**config.mk**
```make
export PLATFORM = sky130hd
export DESIGN_NAME = ecm_top
export DESIGN_NICKNAME = d
export VERILOG_FILES = /design/src/include/ecm_pkg.sv /design/src/core/ecm_decode.sv /design/src/core/ecm_wb_slave.sv /design/src/core/ecm_top.sv
export SDC_FILE = /design/constraint.sdc
export NUM_CORES = 1
export LEC_CHECK = 0
export ABC_CLOCK_PERIOD_IN_PS = 2000
export BUFFER_PORTS_ARGS = -buffer_cell sky130_fd_sc_hd__buf_2
export CAP_MARGIN = 0
export CELL_PAD_IN_SITES_DETAIL_PLACEMENT = 0
export CELL_PAD_IN_SITES_GLOBAL_PLACEMENT = 1
export CORE_UTILIZATION = 31
export DETAILED_ROUTE_END_ITERATION = 16
export GPL_TIMING_DRIVEN = 0
export PLACE_DENSITY = 0.73
export SLEW_MARGIN = 20
export SYNTH_ARGS = -nofsm -noshare
export SYNTH_HDL_FRONTEND = slang
export SYNTH_HIERARCHICAL = 1
export SYNTH_SLANG_ARGS = --single-unit
```
**constraint.sdc**
```tcl
create_clock -name CLK_SYS -period 2 [get_ports CLK_SYS]
set_clock_uncertainty 0.2 [all_clocks]
set_input_delay 0 -clock CLK_SYS [delete_from_list [all_inputs] [get_ports CLK_SYS]]
set_output_delay 0 -clock CLK_SYS [all_outputs]
set_load 0.01 [all_outputs]
```
**src/include/ecm_pkg.sv**
```systemverilog
// Purpose: Constants and types for the excitation current magnitude register block
// Assumes: Classic Wishbone slave with 32-bit data, one word per register
// Notes:   Offsets printed are indices; byte address is four times the index
//
// How it works
// - 8-bit magnitude register at index 0x0e, reset 0x00, both sources off.
// - Bits 7:4 are the read/write code for the second source.
// - Bits 3:0 are the read/write code for the first source, independent.
// - Code 0 is off; codes 1..10 give 50 to 3000 microamperes in order.
package ecm_pkg;

    localparam logic [7:0]  MAG_INDEX      = 8'h0e;
    localparam logic [31:0] MAG_ADDR       = {22'h000000, MAG_INDEX, 2'b00};
    localparam logic [31:0] STATUS_ADDR    = 32'h00000040;
    localparam logic [7:0]  MAG_RESET      = 8'h00;
    localparam int          SECOND_MSB     = 7;
    localparam int          SECOND_LSB     = 4;
    localparam int          FIRST_MSB      = 3;
    localparam int          FIRST_LSB      = 0;
    localparam logic [3:0]  CODE_OFF       = 4'h0;
    localparam logic [3:0]  CODE_MAX_VALID = 4'ha;
    localparam int          WB_ADDR_W      = 32;
    localparam int          WB_DATA_W      = 32;

    typedef struct packed {
        logic        enable;
        logic        reserved_code;
        logic [11:0] microamps;
    } ecm_setting_s;

    typedef struct packed {
        logic        cyc;
        logic        stb;
        logic        we;
        logic [3:0]  sel;
        logic [31:0] adr;
        logic [31:0] dat;
    } ecm_wb_req_s;

endpackage : ecm_pkg

```
**src/core/ecm_decode.sv**
```systemverilog
// Purpose: Decode one 4-bit magnitude code into a current setting
// Assumes: Pure combinational
// Notes:   Reserved codes decode as disabled
`timescale 1ns/10ps
module ecm_decode
(
    input  wire logic [3:0]           code,
    output ecm_pkg::ecm_setting_s     setting
);

    function automatic logic [11:0] ecm_microamps(input logic [3:0] c);
        case (c)
            4'h1:    ecm_microamps = 12'd50;
            4'h2:    ecm_microamps = 12'd100;
            4'h3:    ecm_microamps = 12'd250;
            4'h4:    ecm_microamps = 12'd500;
            4'h5:    ecm_microamps = 12'd750;
            4'h6:    ecm_microamps = 12'd1000;
            4'h7:    ecm_microamps = 12'd1500;
            4'h8:    ecm_microamps = 12'd2000;
            4'h9:    ecm_microamps = 12'd2500;
            4'ha:    ecm_microamps = 12'd3000;
            default: ecm_microamps = 12'd0;
        endcase
    endfunction : ecm_microamps

    always_comb
    begin
        setting.reserved_code = (code > ecm_pkg::CODE_MAX_VALID);
        setting.enable        = (code != ecm_pkg::CODE_OFF) && !setting.reserved_code;
        setting.microamps     = ecm_microamps(code);
    end

endmodule : ecm_decode

```
**src/core/ecm_wb_slave.sv**
```systemverilog
// Purpose: Classic Wishbone slave front end, one-cycle registered ack
// Assumes: Same clock as the register block
// Notes:   Ack is a pulse; a held request is acked again every other cycle
`timescale 1ns/10ps
module ecm_wb_slave
(
    input  wire logic                 clk,
    input  wire logic                 rst_n,
    input  wire logic                 ce,
    input  ecm_pkg::ecm_wb_req_s      req,
    output logic                      access,
    output logic                      ack_q
);

    logic ack_d;

    always_comb
    begin
        access = req.cyc && req.stb && !ack_q && ce;
        ack_d  = access;
    end

    always_ff @(posedge clk or negedge rst_n)
    begin
        if (!rst_n)
            ack_q <= 1'b0;
        else if (ce)
            ack_q <= ack_d;
    end

endmodule : ecm_wb_slave

```
**src/core/ecm_top.sv**
```systemverilog
// Purpose: Excitation current magnitude register with decoded source settings
// Assumes: Classic Wishbone, 32-bit data, byte lane 0 carries the register
// Notes:   Unmapped reads return zero; writes there are dropped
//
// Implementation choice: the Wishbone register port.
`timescale 1ns/10ps
module ecm_top
(
    input  wire logic        CLK_SYS,
    input  wire logic        RST_N,
    input  wire logic        CE,
    input  wire logic        WB_CYC_I,
    input  wire logic        WB_STB_I,
    input  wire logic        WB_WE_I,
    input  wire logic [3:0]  WB_SEL_I,
    input  wire logic [31:0] WB_ADR_I,
    input  wire logic [31:0] WB_DAT_I,
    output logic [31:0]      WB_DAT_O,
    output logic             WB_ACK_O,
    output logic             FIRST_SOURCE_ENABLE,
    output logic [11:0]      FIRST_SOURCE_MICROAMPS,
    output logic             SECOND_SOURCE_ENABLE,
    output logic [11:0]      SECOND_SOURCE_MICROAMPS
);

    ecm_pkg::ecm_wb_req_s  req;
    ecm_pkg::ecm_setting_s first_set;
    ecm_pkg::ecm_setting_s second_set;
    logic                  access;
    logic [7:0]            mag_q;
    logic [7:0]            mag_d;
    logic [31:0]           rdata_q;
    logic [31:0]           rdata_d;
    logic                  en1_q;
    logic                  en1_d;
    logic                  en2_q;
    logic                  en2_d;
    logic [11:0]           ua1_q;
    logic [11:0]           ua1_d;
    logic [11:0]           ua2_q;
    logic [11:0]           ua2_d;
    logic [1:0]            rsv_q;
    logic [1:0]            rsv_d;

    always_comb
    begin
        req.cyc = WB_CYC_I;
        req.stb = WB_STB_I;
        req.we  = WB_WE_I;
        req.sel = WB_SEL_I;
        req.adr = WB_ADR_I;
        req.dat = WB_DAT_I;
    end

    ecm_wb_slave u_wb
    (
        .clk    (CLK_SYS),
        .rst_n  (RST_N),
        .ce     (CE),
        .req    (req),
        .access (access),
        .ack_q  (WB_ACK_O)
    );

    ecm_decode u_dec_first
    (
        .code    (mag_q[ecm_pkg::FIRST_MSB:ecm_pkg::FIRST_LSB]),
        .setting (first_set)
    );

    ecm_decode u_dec_second
    (
        .code    (mag_q[ecm_pkg::SECOND_MSB:ecm_pkg::SECOND_LSB]),
        .setting (second_set)
    );

    // Register write and read mux
    always_comb
    begin
        mag_d   = mag_q;
        rdata_d = 32'h00000000;
        if (access && req.we && req.sel[0] && req.adr == ecm_pkg::MAG_ADDR)
            mag_d = req.dat[7:0];
        if (access && !req.we)
        begin
            if (req.adr == ecm_pkg::MAG_ADDR)
                rdata_d = {24'h000000, mag_q};
            else if (req.adr == ecm_pkg::STATUS_ADDR)
                rdata_d = {30'h00000000, rsv_q};
        end
    end

    // Decoded outputs registered
    always_comb
    begin
        en1_d = first_set.enable;
        en2_d = second_set.enable;
        ua1_d = first_set.microamps;
        ua2_d = second_set.microamps;
        rsv_d = {second_set.reserved_code, first_set.reserved_code};
    end

    always_ff @(posedge CLK_SYS or negedge RST_N)
    begin
        if (!RST_N)
        begin
            mag_q   <= ecm_pkg::MAG_RESET;
            rdata_q <= 32'h00000000;
            en1_q   <= 1'b0;
            en2_q   <= 1'b0;
            ua1_q   <= 12'h000;
            ua2_q   <= 12'h000;
            rsv_q   <= 2'b00;
        end
        else if (CE)
        begin
            mag_q   <= mag_d;
            rdata_q <= rdata_d;
            en1_q   <= en1_d;
            en2_q   <= en2_d;
            ua1_q   <= ua1_d;
            ua2_q   <= ua2_d;
            rsv_q   <= rsv_d;
        end
    end

    always_comb
    begin
        WB_DAT_O                = rdata_q;
        FIRST_SOURCE_ENABLE     = en1_q;
        FIRST_SOURCE_MICROAMPS  = ua1_q;
        SECOND_SOURCE_ENABLE    = en2_q;
        SECOND_SOURCE_MICROAMPS = ua2_q;
    end

endmodule : ecm_top

```
==> flow_metrics.env, run 1 <==
export IMPL_outcome="finished, violations left"
export IMPL_failed_checks="setup timing"
export IMPL_h_tree_depth=2
export IMPL_p_clk_share_pct=33.0
export IMPL_period_share_pct=102
export IMPL_grt_pass1_vias=1933
export IMPL_total_power_mw=1.66
export IMPL_setup_slack_ns=-0.0432
export IMPL_worstMarginPinSlew_ns=0.649
export IMPL_place_inst=436
export IMPL_r2r_start="u_wb/ack_q"
export IMPL_port_buffers=81
export IMPL_synth_cells=227
export IMPL_drv_cap=0
export IMPL_finalMaxSlewViolations=0
export IMPL_yosysMostFrequentCell="dfrtp_1"
export IMPL_netlist_area_um2=2600
export IMPL_cts_tree="built"
export IMPL_combPwrFrac_pct=11.8
export IMPL_cts_sinks=45
export IMPL_ant_nets=0
export IMPL_drc=0
export IMPL_worst_setup_path_start_kind="register"
export IMPL_cp_startpoint="u_wb/ack_q"
export IMPL_layout_cells_non_filler=460
export IMPL_rsz0062_at_grt="yes"
export IMPL_async_flop_share_pct=100
export IMPL_coreArea_um2=8180
export IMPL_dr_pass1_iters=5
export IMPL_antennaDiodeCount=0
export IMPL_period_minus_slack_ns=2.04
export IMPL_yosysWarnings=6
export IMPL_synth_cell_types=35
export IMPL_drive_above_1_share_pct=47.3
export IMPL_rows=33
export IMPL_regToRegSetupSlack_ns=-0.04
export IMPL_cp_end_kind="register"
export IMPL_cp_max_fo=8
export IMPL_clock_latency_ns=0.29
export IMPL_ys_flop_type="dfrtp_1"
export IMPL_switching_share_pct=24.1
export IMPL_synth_seq_cells=45
export IMPL_ys_seq_area_share_pct=43.3
export IMPL_dpl_hpwl_mm=4.42
export IMPL_drtIter0Drc=107
export IMPL_p_int_mw=1.26
export IMPL_p_leak_nw=1.90
export IMPL_grt_max_degree=46
export IMPL_die_height_um=93.6
export IMPL_vias_per_cell=4.48
export IMPL_post_synth_cell_area_avg_um2=11.4
export IMPL_yosysTopAreaCell="dfrtp_1"
export IMPL_ios=133
export IMPL_cp_arrival_ns=2.03
export IMPL_netlist_top_cells_count="dfrtp_1, mux2_2, buf_4"
export IMPL_path_class="register to register"
export IMPL_pre_cts_slack_ns=-0.243
export IMPL_relSlewSlack_pct=56.7
export IMPL_vias=2061
export IMPL_p_switching_uw=400
export IMPL_layout_nets=442
export IMPL_clk_pin_slew_ns=0.09
export IMPL_dieWidth_um=93.6
export IMPL_synth_top_area_share_pct=43.3
export IMPL_drt_total_wl_mm=6.15
export IMPL_grt_pass1_wl_mm=9.66
export IMPL_ys_top_cells_by_area="dfrtp_1, mux2_2, buf_4"
export IMPL_whs_ns=0.0497
export IMPL_p_seq_share_pct=55.2
export IMPL_numCtsBuffers=5
export IMPL_reg2regPathDepth=6
export IMPL_grt_usage_pct=14.2
export IMPL_die_area_um2=8750
export IMPL_grt_overflow_total=0
export IMPL_fmax_ghz=0.489
export IMPL_gp_congestion=0.820
export IMPL_hold_path_class="input port to asynchronous set/reset pin"
export IMPL_setup_violations_final=8
export IMPL_synth_edf_count=0
export IMPL_cts_root_buf="clkbuf_8"
export IMPL_timing_rr_end="mag_q[1]"
export IMPL_crit_required_ns=1.98
export IMPL_timing_hold_violations_final=0
export IMPL_powerDensity_nw_per_um2=473
export IMPL_ir_drop_v=0.000252
export IMPL_syn2layout_area_growth_pct=35.1
export IMPL_drt_wirelength_per_cell_um=13.4
export IMPL_start_util_pct=31.8
export IMPL_clk_path_buf_depth=2
export IMPL_grt_antenna_before_repair=0
per-layer routing:
layer  vias to the layer above  track usage, %  wire (um)
li1                       1011               -          -
met4                         0            3.46         59
met2                        87            23.3       2820
met5                         -               0          0
met1                       958            18.9       2770
met3                         5            3.25        499
metrics by stage:
stage / utilization (%) / cell area, um^2 / setup TNS (ns)
floorplan: - / 2690 / -0.0756
global placement: 39.4 / 3220 / -1.70
detailed placement: 39.4 / 3220 / -2.51
CTS: 42.9 / 3510 / -0.997
global route: 42.9 / 3510 / -1.83
finish: 42.9 / 3510 / -0.330
layout make-up:
type	instances	area (um^2)
Fill cell	801	4670
Multi-Input combinational cell	161	1310
Sequential cell	45	1130
Timing Repair Buffer	97	574
Buffer	34	250
Tap cell	105	131
Clock buffer	6	72.6
Inverter	10	37.5
Clock inverter	2	10.0
critical path, cell delays in order, from the launching register on:
cell     delay (ns)
dfrtp_1        0.39
and4b_1        0.26
nor4b_2        0.20
nand4_1        0.21
nor3_4         0.21
buf_12         0.17
mux2_4         0.30
state kept, by name, summed over array words and instances (netlist names):
signal	flops
FIRST_SOURCE_MICROAMPS	12
SECOND_SOURCE_MICROAMPS	12
WB_DAT_O	8
mag_q	8
rsv_q	2
FIRST_SOURCE_ENABLE	1
SECOND_SOURCE_ENABLE	1
u_wb/ack_q	1
cells in the final DEF (no fill, tap or decap), drive strengths merged:
| cell | instances |
|---|---|
| nor4b | 3 |
| a21o | 1 |
| buf | 117 |
| conb | 26 |
| nand4 | 2 |
| mux2 | 36 |
| ha | 14 |
| nand2 | 4 |
| nor3 | 2 |
| o22a | 2 |
| o22ai | 10 |
| nor2 | 11 |
| nor2b | 2 |
| a22o | 4 |
| mux2i | 4 |
| o21a | 2 |
| nand3b | 2 |
| a32o | 6 |
| a21oi | 6 |
| inv | 10 |
| nand2b | 6 |
| dfrtp | 45 |
| clkbuf | 8 |
| nor4 | 5 |
| o21ai | 8 |
| clkinv | 2 |
| and4b | 2 |
| nand3 | 1 |
| dlygate4sd3 | 12 |
| xnor2 | 2 |
what timing repair did:
action	in CTS	in global routing
setup endpoints to repair	16	16
hold buffers	12	0
pin swaps	2	2
gates resized for setup	10	0
endpoints found under the hold margin	56	0
setup buffers	4	0
how the worst max path moves through the flow:
stage / to / slack, ns / cells past startpoint
after global routing: mag_q[0] / -0.15 / 6
after floorplan: mag_q[0] / -0.009 / 5
after CTS: mag_q[2] / -0.12 / 6
final: mag_q[1] / -0.04 / 6
after detailed placement: mag_q[6] / -0.24 / 5
after global placement: mag_q[2] / -0.18 / 5
cell families after synthesis:
family,Yosys count,share of synthesized area [%]
fa+ha+maj,14,6.74
flops,45,43.3
simple gates,40,10.0
other cells,3,0.433
xor+xnor,2,0.674
compound gates,39,10.6
buf+inv,44,11.1
mux,40,17.1
power groups by stage:
stage | combinational [mW] | clock (mW) | sequential, mW
2_1_floorplan | 0.0896 | 0 | 0.939
3_3_place_gp | 0.171 | 0 | 0.936
3_5_place_dp | 0.175 | 0 | 0.936
4_1_cts | 0.197 | 0.581 | 0.917
5_1_grt | 0.217 | 0.616 | 0.918
6_report | 0.196 | 0.549 | 0.917
Power figures use the tool's default switching activity.
==> run 2: changes to the inputs <==
- REMOVE_ABC_BUFFERS: default -> 1
==> run 2 against run 1 <==
The flow now finishes without violations. Design area is 6.6% lower. Worst hold slack worse by 0.0075 ns. Sequential share of layout area increased by 2.3 points. First-iteration DRC count decreased by 56%. Clock-buffer cell count grew 1. Clock power increased by 13%. Register-to-register slack improved by 0.05 ns. Non-clock buffer count down 32. Die area unchanged. Final cell count is 7.0% lower. Power rose by 1.8%. Largest power group unchanged. Highest routed layer unchanged.
==> flow_metrics.env, run 2 (same netlist as run 1, synthesis figures left out) <==
export IMPL_drt_wirelength_per_cell_um=13.1
export IMPL_drtIter0Drc=47
export IMPL_final_cell_mix="buf_2, dfrtp_1, mux2_2, conb_1, ha_1"
export IMPL_fmax_ghz=0.502
export IMPL_port_buffers=81
export IMPL_path_class="register to register"
export IMPL_outcome="finished clean"
export IMPL_relSlewSlack_pct=52.9
export IMPL_p_switching_uw=394
export IMPL_syn2layout_area_growth_pct=26.2
export IMPL_whs_ns=0.0422
export IMPL_worstMarginPinSlew_ns=0.706
export IMPL_clock_latency_ns=0.30
export IMPL_numCtsBuffers=5
export IMPL_antennaDiodeCount=0
export IMPL_total_power_mw=1.69
export IMPL_grt_max_degree=46
export IMPL_clk_pin_slew_ns=0.09
export IMPL_drt_total_wl_mm=5.59
export IMPL_cts_sinks=45
export IMPL_period_minus_slack_ns=1.99
export IMPL_p_int_mw=1.30
export IMPL_nFillCells=788
export IMPL_coreArea_um2=8180
export IMPL_dpl_hpwl_mm=3.86
export IMPL_period_share_pct=99.6
export IMPL_layout_nets=410
export IMPL_dieWidth_um=93.6
export IMPL_final_core_util_pct=40.1
export IMPL_vias_per_cell=4.60
export IMPL_die_height_um=93.6
export IMPL_drv_cap=0
export IMPL_vias=1969
export IMPL_critPathBufInv=1
export IMPL_worst_setup_path_start_kind="register"
export IMPL_cp_max_fo=4
export IMPL_powerDensity_nw_per_um2=516
export IMPL_setup_violations_final=0
export IMPL_p_clk_share_pct=36.8
export IMPL_grt_antenna_before_repair=0
export IMPL_rows=33
export IMPL_dr_pass1_iters=4
export IMPL_cp_end_kind="register"
export IMPL_p_leak_nw=1.74
export IMPL_crit_required_ns=1.98
export IMPL_cts_tree="built"
export IMPL_grt_usage_pct=13.8
export IMPL_worstPathCellList="and4b_1 > nor4b_2 > nand4_1 > nor3_4 > buf_6 > mux2_2"
export IMPL_reg2regPathDepth=6
export IMPL_cp_arrival_ns=1.97
export IMPL_slowest_delay_ns=0.37
export IMPL_hold_path_class="input port to asynchronous set/reset pin"
export IMPL_ios=133
export IMPL_finalMaxSlewViolations=0
export IMPL_drc=0
export IMPL_grt_overflow_total=0
export IMPL_p_seq_share_pct=54.2
export IMPL_cp_num_cells=6
export IMPL_gp_congestion=0.762
export IMPL_ant_nets=0
export IMPL_grt_pass1_wl_mm=9.47
export IMPL_timing_hold_violations_final=0
export IMPL_crit_slowest_cell="dfrtp_1"
export IMPL_cp_top_family="simple AND/OR/NAND/NOR gates"
export IMPL_final_common_cell="buf_2"
export IMPL_cts_root_buf="clkbuf_8"
export IMPL_switching_share_pct=23.3
export IMPL_rsz0062_at_grt="yes"
export IMPL_grt_pass1_vias=2003
export IMPL_clk_path_buf_depth=2
export IMPL_combPwrFrac_pct=9.0
export IMPL_start_util_pct=31.8
export IMPL_ir_drop_v=0.000397
export IMPL_die_area_um2=8750
export IMPL_h_tree_depth=2
export IMPL_drive_above_1_share_pct=43.7
run 2: path summary, 6_finish.rpt:
kind | end | startpoint | slack [ns]
max | mag_q[4] | u_wb/ack_q | 0.009
min | SECOND_SOURCE_MICROAMPS[2] | RST_N | 0.04
max reg2reg | mag_q[4] | u_wb/ack_q | 0.009
min reg2reg | WB_DAT_O[6] | WB_DAT_O[6] | 0.30
max in group asynchronous | mag_q[4] | RST_N | 1.13
min in group CLK_SYS | WB_DAT_O[0] | WB_ADR_I[3] | 0.05
run 2: routing by layer:
layer,global-route usage (%),wire (um),share of wire [%],vias to the layer above
met4,3.46,53,0.95,0
met3,2.76,335,6.0,8
met1,17.3,2570,46,938
li1,-,-,-,948
met2,24.0,2630,47,75
met5,0,0,0,-
run 2: power groups by stage:
| stage | combinational, mW | clock (mW) | sequential (mW) |
|---|---|---|---|
| final | 0.152 | 0.623 | 0.917 |
| after global routing | 0.173 | 0.688 | 0.918 |
| after CTS | 0.153 | 0.644 | 0.917 |
| after detailed placement | 0.130 | 0 | 0.936 |
| after global placement | 0.128 | 0 | 0.936 |
| after floorplan | 0.0426 | 0 | 0.939 |
run 2: repair_timing:
action / 4_1_cts / 5_1_grt
endpoints found under the hold margin: 56 / 0
resized for setup: 9 / 2
setup buffers: 6 / 0
endpoints found under the setup margin: 16 / 18
hold buffers: 12 / 0
pin swaps: 3 / 4
run 2: per-stage QoR:
step | instance area (um^2) | setup TNS, ns | cells | setup slack (ns)
2_1_floorplan | 2430 | -0.719 | 216 | -0.0899
3_3_place_gp | 2970 | -7.83 | 402 | -0.604
3_5_place_dp | 2970 | -7.84 | 402 | -0.608
4_1_cts | 3270 | -0.0933 | 428 | -0.0216
5_1_grt | 3280 | -1.39 | 428 | -0.125
6_report | 3280 | 0 | 428 | 0.00879
run 2: cell type report:
class	instances	area (um^2)	area share, %
Clock inverter	1	5.00	0.153
Inverter	10	37.5	1.14
Multi-Input combinational cell	161	1300	39.5
Timing Repair Buffer	99	584	17.8
Clock buffer	7	96.3	2.94
Sequential cell	45	1130	34.4
Tap cell	105	131	4.01
run 2: worst register-to-register path: stages (launching register included):
cell and delay (ns):
dfrtp_1 0.37, and4b_1 0.24, nor4b_2 0.19, nand4_1 0.20
nor3_4 0.20, buf_6 0.14, mux2_2 0.33
